$ cat config.mk
export PLATFORM = sky130hd
export DESIGN_NAME = qshf_top
export DESIGN_NICKNAME = d
export VERILOG_FILES = /design/src/qshf_pkg.sv /design/src/qshf_top.sv /design/src/qshf_hash_index.sv /design/src/qshf_space_cmp.sv
export SDC_FILE = /design/constraint.sdc
export NUM_CORES = 1
export LEC_CHECK = 0
export BUFFER_PORTS_ARGS = -buffer_cell sky130_fd_sc_hd__buf_2
export CORE_AREA = 5 5 156 195
export DETAILED_ROUTE_END_ITERATION = 12
export DIE_AREA = 0 0 161 200
export GPL_TIMING_DRIVEN = 0
export PLACE_DENSITY = 0.48
export SETUP_SLACK_MARGIN = 0.4
export SLEW_MARGIN = 20
export SYNTH_ARGS = -nofsm -noshare
export SYNTH_HDL_FRONTEND = slang
export SYNTH_SLANG_ARGS = --single-unit
export TNS_END_PERCENT = 100
$ cat constraint.sdc
create_clock -name clk_i -period 5.6 [get_ports clk_i]
set_clock_uncertainty 0.15 [all_clocks]
set_input_delay 0.56 -clock clk_i [delete_from_list [all_inputs] [get_ports clk_i]]
set_output_delay 0.56 -clock clk_i [all_outputs]
set_load 0.01 [all_outputs]
$ cat src/qshf_pkg.sv
// shared constants and types for the queue space and hash filter block
package qshf_pkg;
  localparam int unsigned ADDR_W = 12;
  localparam int unsigned DATA_W = 16;
  localparam int unsigned MAC_W = 48;
  localparam int unsigned GROUP_BIT = 40;
  localparam int unsigned HASH_IDX_W = 6;
  localparam int unsigned HASH_WORDS = 4;
  localparam int unsigned HASH_SEL_HI = 5;
  localparam int unsigned HASH_SEL_LO = 4;
  localparam int unsigned HASH_BIT_HI = 3;
  localparam int unsigned LOW_MARK_W = 12;
  localparam int unsigned CRC_W = 32;
  // register byte addresses on the parallel host bus
  localparam logic [11:0] TX_SPACE_REQ_OFS = 12'h19E;
  localparam logic [11:0] HASH_WORD0_OFS = 12'h1A0;
  localparam logic [11:0] HASH_WORD1_OFS = 12'h1A2;
  localparam logic [11:0] HASH_WORD2_OFS = 12'h1A4;
  localparam logic [11:0] HASH_WORD3_OFS = 12'h1A6;
  localparam logic [11:0] RX_LOW_MARK_OFS = 12'h1B0;
  // reset values
  localparam logic [15:0] TX_SPACE_REQ_RST = 16'h0000;
  localparam logic [15:0] HASH_WORD_RST = 16'h0000;
  localparam logic [11:0] LOW_MARK_RST = 12'h600;
  localparam logic [15:0] RDATA_NONE = 16'h0000;
  // frame check sequence generator
  localparam logic [31:0] CRC_POLY = 32'h04C1_1DB7;
  localparam logic [31:0] CRC_INIT = 32'hFFFF_FFFF;

  // one host bus access, taken in the cycle wr or rd is high
  typedef struct packed {
    logic wr;
    logic rd;
    logic [ADDR_W-1:0] addr;
    logic [1:0] be;
    logic [DATA_W-1:0] wdata;
  } qshf_host_req_t;

  // read answer, one cycle after the read strobe
  typedef struct packed {
    logic valid;
    logic [DATA_W-1:0] rdata;
  } qshf_host_rsp_t;

  // control bits that live in neighbouring registers
  typedef struct packed {
    logic tx_mon_en;
    logic hash_mode;
    logic rx_all;
    logic mcast_addr_filt;
  } qshf_ctrl_t;

  typedef enum logic {
    TXM_IDLE,
    TXM_ARMED
  } qshf_txm_state_t;
endpackage

$ cat src/qshf_top.sv
// transmit space request, group hash filter and receive low water mark
// Behaviour
// - host writes 16-bit transmit space request in double words, resets zero
// - with monitor enabled, flag space available once free space meets request
// - 64-bit hash table in four words, used only in hash-perfect mode
// - hash index is six top bits of crc over 48-bit address
// - index top two bits pick word, lower four bits pick bit
// - multicast frame accepted if selected bit set, dropped if clear
// - receive-all plus multicast-with-address accepts every multicast frame
// - 12-bit low water mark, default 0x600, upper four bits reserved
// - space available status is interrupt flag bit six
`timescale 1ns/1ps
`default_nettype none
module qshf_top
  import qshf_pkg::*;
(
  input wire logic clk_i, // system clock, 100 MHz
  input wire logic rst_n_i, // asynchronous reset, active low
  input wire qshf_pkg::qshf_host_req_t host_req_i, // host bus access
  output qshf_pkg::qshf_host_rsp_t host_rsp_o, // registered read answer
  input wire qshf_pkg::qshf_ctrl_t ctrl_i, // neighbouring control bits
  input wire logic [15:0] tx_free_dwords_i, // free transmit queue space
  input wire logic tx_space_free_clr_i, // host clears the status flag
  output logic tx_space_free_flag_o, // sticky space available status
  input wire logic da_valid_i, // destination address present
  input wire logic [qshf_pkg::MAC_W-1:0] da_i, // received destination
  output logic decision_valid_o, // filter verdict valid, one cycle
  output logic accept_o, // frame passes the group filter
  input wire logic [11:0] rx_free_dwords_i, // free receive queue space
  output logic flow_release_o // flow control or backpressure released
);
  import qshf_pkg::*;

  logic [DATA_W-1:0] tx_space_request_q;
  logic [DATA_W-1:0] hash_q [HASH_WORDS];
  logic [LOW_MARK_W-1:0] rx_low_mark_value_q;
  qshf_txm_state_t txm_q;
  logic tx_space_free_flag_q;
  logic decision_valid_q;
  logic accept_q;
  logic flow_release_q;
  qshf_host_rsp_t rsp_q;
  logic mon_en_q;

  logic [ADDR_W-1:0] word_addr;
  logic hit_tx;
  logic hit_low;
  logic [HASH_WORDS-1:0] hit_hash;
  logic [HASH_IDX_W-1:0] hash_idx;
  logic hash_bit;
  logic is_mcast;
  logic bypass_all;
  logic tx_ge;
  logic rx_gt;
  logic space_set;
  logic arm;
  logic accept_d;

  // address decode on the even byte address of each word
  assign word_addr = {host_req_i.addr[ADDR_W-1:1], 1'b0};
  assign hit_tx = word_addr == TX_SPACE_REQ_OFS;
  assign hit_low = word_addr == RX_LOW_MARK_OFS;
  assign hit_hash[0] = word_addr == HASH_WORD0_OFS;
  assign hit_hash[1] = word_addr == HASH_WORD1_OFS;
  assign hit_hash[2] = word_addr == HASH_WORD2_OFS;
  assign hit_hash[3] = word_addr == HASH_WORD3_OFS;

  // transmit space request, byte lanes written separately
  always_ff @(posedge clk_i or negedge rst_n_i) begin
    if (!rst_n_i) begin
      tx_space_request_q <= TX_SPACE_REQ_RST;
    end else if (host_req_i.wr && hit_tx) begin
      if (host_req_i.be[0]) begin
        tx_space_request_q[7:0] <= host_req_i.wdata[7:0];
      end
      if (host_req_i.be[1]) begin
        tx_space_request_q[15:8] <= host_req_i.wdata[15:8];
      end
    end
  end

  // group hash table, four 16-bit words
  always_ff @(posedge clk_i or negedge rst_n_i) begin
    if (!rst_n_i) begin
      for (int i = 0; i < HASH_WORDS; i++) begin
        hash_q[i] <= HASH_WORD_RST;
      end
    end else if (host_req_i.wr) begin
      for (int i = 0; i < HASH_WORDS; i++) begin
        if (hit_hash[i] && host_req_i.be[0]) begin
          hash_q[i][7:0] <= host_req_i.wdata[7:0];
        end
        if (hit_hash[i] && host_req_i.be[1]) begin
          hash_q[i][15:8] <= host_req_i.wdata[15:8];
        end
      end
    end
  end

  // low water mark, reserved top nibble is not stored
  always_ff @(posedge clk_i or negedge rst_n_i) begin
    if (!rst_n_i) begin
      rx_low_mark_value_q <= LOW_MARK_RST;
    end else if (host_req_i.wr && hit_low) begin
      if (host_req_i.be[0]) begin
        rx_low_mark_value_q[7:0] <= host_req_i.wdata[7:0];
      end
      if (host_req_i.be[1]) begin
        rx_low_mark_value_q[11:8] <= host_req_i.wdata[11:8];
      end
    end
  end

  // read answer, unmapped words read as zero
  always_ff @(posedge clk_i or negedge rst_n_i) begin
    if (!rst_n_i) begin
      rsp_q <= '0;
    end else begin
      rsp_q.valid <= host_req_i.rd;
      if (!host_req_i.rd) begin
        rsp_q.rdata <= RDATA_NONE;
      end else if (hit_tx) begin
        rsp_q.rdata <= tx_space_request_q;
      end else if (hit_low) begin
        rsp_q.rdata <= {4'h0, rx_low_mark_value_q};
      end else if (hit_hash[0]) begin
        rsp_q.rdata <= hash_q[0];
      end else if (hit_hash[1]) begin
        rsp_q.rdata <= hash_q[1];
      end else if (hit_hash[2]) begin
        rsp_q.rdata <= hash_q[2];
      end else if (hit_hash[3]) begin
        rsp_q.rdata <= hash_q[3];
      end else begin
        rsp_q.rdata <= RDATA_NONE;
      end
    end
  end

  // space comparison for transmit, low mark comparison for receive
  qshf_space_cmp #(
    .W(DATA_W)
  ) u_tx_cmp (
    .free_i(tx_free_dwords_i),
    .level_i(tx_space_request_q),
    .ge_o(tx_ge),
    .gt_o()
  );

  qshf_space_cmp #(
    .W(LOW_MARK_W)
  ) u_rx_cmp (
    .free_i(rx_free_dwords_i),
    .level_i(rx_low_mark_value_q),
    .ge_o(),
    .gt_o(rx_gt)
  );

  // monitor arms on enable rising or on a new request write
  assign arm = ctrl_i.tx_mon_en &&
               (!mon_en_q || (host_req_i.wr && hit_tx));
  assign space_set = (txm_q == TXM_ARMED) && ctrl_i.tx_mon_en && tx_ge;

  always_ff @(posedge clk_i or negedge rst_n_i) begin
    if (!rst_n_i) begin
      mon_en_q <= 1'b0;
    end else begin
      mon_en_q <= ctrl_i.tx_mon_en;
    end
  end

  // one status event per armed request
  always_ff @(posedge clk_i or negedge rst_n_i) begin
    if (!rst_n_i) begin
      txm_q <= TXM_IDLE;
    end else begin
      unique case (txm_q)
        TXM_IDLE: begin
          if (arm) begin
            txm_q <= TXM_ARMED;
          end
        end
        TXM_ARMED: begin
          if (!ctrl_i.tx_mon_en || (space_set && !arm)) begin
            txm_q <= TXM_IDLE;
          end
        end
      endcase
    end
  end

  // sticky status; a set in the clearing cycle wins
  always_ff @(posedge clk_i or negedge rst_n_i) begin
    if (!rst_n_i) begin
      tx_space_free_flag_q <= 1'b0;
    end else begin
      tx_space_free_flag_q <= space_set ||
        (tx_space_free_flag_q && !tx_space_free_clr_i);
    end
  end

  // group filter verdict
  qshf_hash_index u_hash (
    .da_i(da_i),
    .idx_o(hash_idx)
  );

  assign hash_bit = hash_q[hash_idx[HASH_SEL_HI:HASH_SEL_LO]]
                          [hash_idx[HASH_BIT_HI:0]];
  assign is_mcast = da_i[GROUP_BIT];
  assign bypass_all = ctrl_i.rx_all && ctrl_i.mcast_addr_filt;
  assign accept_d = !is_mcast || !ctrl_i.hash_mode
                    || bypass_all || hash_bit;

  always_ff @(posedge clk_i or negedge rst_n_i) begin
    if (!rst_n_i) begin
      decision_valid_q <= 1'b0;
      accept_q <= 1'b0;
    end else begin
      decision_valid_q <= da_valid_i;
      if (da_valid_i) begin
        accept_q <= accept_d;
      end
    end
  end

  // release flow control while free space is above the low mark
  always_ff @(posedge clk_i or negedge rst_n_i) begin
    if (!rst_n_i) begin
      flow_release_q <= 1'b0;
    end else begin
      flow_release_q <= rx_gt;
    end
  end

  assign host_rsp_o = rsp_q;
  assign tx_space_free_flag_o = tx_space_free_flag_q;
  assign decision_valid_o = decision_valid_q;
  assign accept_o = accept_q;
  assign flow_release_o = flow_release_q;
endmodule
`default_nettype wire

$ cat src/qshf_hash_index.sv
// hash index from the frame check sequence of a destination address
`timescale 1ns/1ps
`default_nettype none
module qshf_hash_index
  import qshf_pkg::*;
(
  input wire logic [qshf_pkg::MAC_W-1:0] da_i, // destination address
  output logic [qshf_pkg::HASH_IDX_W-1:0] idx_o // six-bit table index
);
  // first octet is da_i[47:40], each octet fed least significant bit first
  function automatic logic [CRC_W-1:0] crc_of(input logic [MAC_W-1:0] d);
    logic [CRC_W-1:0] c;
    logic fb;
    c = CRC_INIT;
    fb = 1'b0;
    for (int o = 0; o < MAC_W / 8; o++) begin
      for (int b = 0; b < 8; b++) begin
        fb = c[CRC_W-1] ^ d[MAC_W - 8 * (o + 1) + b];
        c = {c[CRC_W-2:0], 1'b0} ^ (fb ? CRC_POLY : '0);
      end
    end
    return c;
  endfunction

  logic [CRC_W-1:0] crc;

  // six most significant crc bits form the index
  assign crc = crc_of(da_i);
  assign idx_o = crc[CRC_W-1 -: HASH_IDX_W];
endmodule
`default_nettype wire

$ cat src/qshf_space_cmp.sv
// compares a free space level against a programmed amount
`timescale 1ns/1ps
`default_nettype none
module qshf_space_cmp #(
  parameter int unsigned W = 16
) (
  input wire logic [W-1:0] free_i, // free space, double words
  input wire logic [W-1:0] level_i, // programmed amount
  output logic ge_o, // free space at or above the amount
  output logic gt_o // free space strictly above the amount
);
  // both relations are needed by different users
  assign ge_o = free_i >= level_i;
  assign gt_o = free_i > level_i;
endmodule
`default_nettype wire

==> flow_metrics.env <==
export IMPL_status="completed"
export IMPL_cp_num_buf_inv=2
export IMPL_min_period_over_period_pct=85.9
export IMPL_ys_ff_latch=115
export IMPL_grt_pass1_vias=6176
export IMPL_hp_class="in2reg"
export IMPL_crit_chain="buf_2, xnor2_2, xnor2_2, xor2_1, xnor2_1, xnor2_2, xnor2_2, xnor2_1, xor2_1, xnor2_2, xnor2_1, xnor2_1, buf_2, mux4_2, mux2_2, nand2_1, o21ai_1, nand3b_1, a41oi_2"
export IMPL_start_kind="input port"
export IMPL_fin_crit_ps=4810
export IMPL_synthCells=745
export IMPL_dieArea_um2=32200
export IMPL_cp_end_kind="flop"
export IMPL_hold_depth=1
export IMPL_coreArea_um2=28300
export IMPL_path_max_fanout=10
export IMPL_hold_ws_ps=159
export IMPL_cts_buffers=17
export IMPL_dieWidth_um=161
export IMPL_drc_errors=0
export IMPL_critPathMostFrequentCell="xnor2_2"
export IMPL_tightest_slew_ps=952
export IMPL_cts_root_buf="clkbuf_16"
export IMPL_ys_types=45
export IMPL_hold_viol=0
export IMPL_clock_latency_ps=410
export IMPL_max_slew_margin_pct=36.3
export IMPL_setup_worst_path_class="in2reg"
export IMPL_htreeDepth=4
export IMPL_start_util_pct=29.6
export IMPL_crit_path_start="da_i[44]"
export IMPL_first_pass_iters=6
export IMPL_yosysWarningCount=0
export IMPL_rows=69
export IMPL_rr_startpoint="tx_space_request_q[0]"
export IMPL_io_pins=137
export IMPL_synthMostInstantiatedCell="xnor2_1"
export IMPL_async_flop_share_pct=100
export IMPL_synth_top_area_share_pct=33.8
export IMPL_clockBufferDepth=2
export IMPL_ys_seq_area_share_pct=34.4
export IMPL_fin_ws_ps=787
export IMPL_viasPerCell=4.60
export IMPL_synth_commonest_cells="xnor2_1 (152), dfrtp_1 (113), mux2_2 (69)"
export IMPL_synth_edf_count=0
export IMPL_place_ws_ps=233
export IMPL_grt_antenna_before_repair=1
export IMPL_cp_slowest_cell="xnor2_2"
export IMPL_crit_required_ps=5730
export IMPL_gp_congestion=0.805
export IMPL_grt_overflow_total=0
export IMPL_drt_iter0_drc=234
export IMPL_worstRegToRegCells=18
export IMPL_ys_flop_type="dfrtp_1"
export IMPL_fin_nets=1036
export IMPL_syn_num_nets=889
export IMPL_hpwl_um=18200
export IMPL_worstSetupPathDepth=19
export IMPL_final_max_slew_viol_count=0
export IMPL_areaGrowthSynthToFinish_pct=20.7
export IMPL_critical_path_top_delay_family="XOR/XNOR gates"
export IMPL_ant_nets=0
export IMPL_slowest_delay_ps=380
export IMPL_hp_start="ctrl_i[3]"
export IMPL_postCtsSetupRepairBufs=0
export IMPL_cts_sinks=115
export IMPL_drive_above_1_share_pct=32.1
export IMPL_final_setup_tns_ps=0
export IMPL_arrival_ps=4940
export IMPL_avgSynthCellArea_um2=11.2
export IMPL_post_place_cells=1227
export IMPL_fin_cells=1260
export IMPL_synthTopCellsByArea="dfrtp_1 (34%), xnor2_1 (16%), mux2_2 (9.3%), mux4_2 (6.5%), xor2_1 (4.4%)"
export IMPL_netlist_area_um2=8370
export IMPL_wl_per_cell_um=17.9
export IMPL_fmax_mhz=208
export IMPL_rsz0062_at_grt="false"
export IMPL_ctsResizeCount=0
export IMPL_cap_violations=0
export IMPL_die_height_um=200
export IMPL_num_vias=5794
export IMPL_cts_reportedPaths_clkPinSlew_ps=50
export IMPL_groute_usage_overall_pct=14.4
export IMPL_grt_pass1_wl_um=35500
export IMPL_yosys_area_top_type="dfrtp_1"
export IMPL_port_buffers=124
export IMPL_grt_max_degree=61
export IMPL_finalSetupViolations=0
export IMPL_cts_tree="built"
export IMPL_wl_um=22500
[cell families (layout without fill, tap and decap cells)]
kind of cell / after synthesis / in the layout / share of synthesized area (%)
XOR/XNOR: 224 / 224 / 26.8
AND/OR/NAND/NOR: 128 / 128 / 7.46
flip-flops: 115 / 115 / 34.4
multiplexers: 111 / 111 / 17.9
AO/OA/AOI/OAI: 78 / 78 / 6.04
buffers and inverters: 61 / 220 / 3.26
adder cells (fa/ha/maj): 28 / 28 / 4.18
other: 0 / 1 / 0
[layout make-up]
cell class | count | area [µm²]
Clock buffer | 27 | 503
Tap cell | 355 | 444
Fill cell | 2879 | 18200
Antenna cell | 1 | 2.50
Multi-Input combinational cell | 569 | 5230
Buffer | 31 | 161
Clock inverter | 4 | 95.1
Timing Repair Buffer | 128 | 679
Inverter | 30 | 113
Sequential cell | 115 | 2880
[timing repair]
action                                  4_1_cts  5_1_grt
hold endpoints to repair                     54        0
endpoints found under the setup margin        0        0
hold buffers                                  1        0
[path summary, 6_finish.rpt]
kind | to | slack [ps]
worst max-delay path | accept_o | 790
worst min-delay path | mon_en_q | 160
max in group asynchronous | hash_q[34] | 4070
worst min register to register | tx_space_free_flag_o | 360
min in group asynchronous | host_rsp_o[8] | 520
worst max register to register | tx_space_free_flag_o | 1750
[state kept, by name, summed over array words and instances (netlist names)]
signal	flops
accept_o	1
decision_valid_o	1
flow_release_o	1
hash_q	64
host_rsp_o	17
mon_en_q	1
rx_low_mark_value_q	12
tx_space_free_flag_o	1
tx_space_request_q	16
txm_q	1
[layout by cell type, fill, tap and decap left out, types with 22 or more instances in the layout]
cell | netlist | final
xnor2_1 | 152 | 152
buf_2 | 5 | 128
dfrtp_1 | 113 | 113
mux2_2 | 69 | 69
nand2_1 | 48 | 48
xor2_1 | 42 | 42
o21ai_0 | 36 | 36
inv_1 | 30 | 30
ha_1 | 28 | 28
mux4_2 | 24 | 24
clkbuf_1 | 16 | 22
[metal layers]
| layer | track usage, % | up-vias | wire, µm |
|---|---|---|---|
| li1 | - | 2853 | - |
| met1 | 17.6 | 2729 | 9610 |
| met2 | 26.3 | 190 | 11500 |
| met3 | 2.46 | 22 | 1100 |
| met4 | 3.76 | 0 | 318 |
| met5 | 0 | - | 0 |
[stage by stage]
stage / cell area (µm²) / utilization [%]
final: 10100 / 35.7
after global routing: 10100 / 35.7
after global placement: 9440 / 33.3
after floorplan: 8370 / -
after CTS: 10100 / 35.7
after detailed placement: 9500 / 33.5
Power is left out: the tool's default activity adds up to more than one toggle a clock period on the data nets, which glitch-free logic cannot reach.
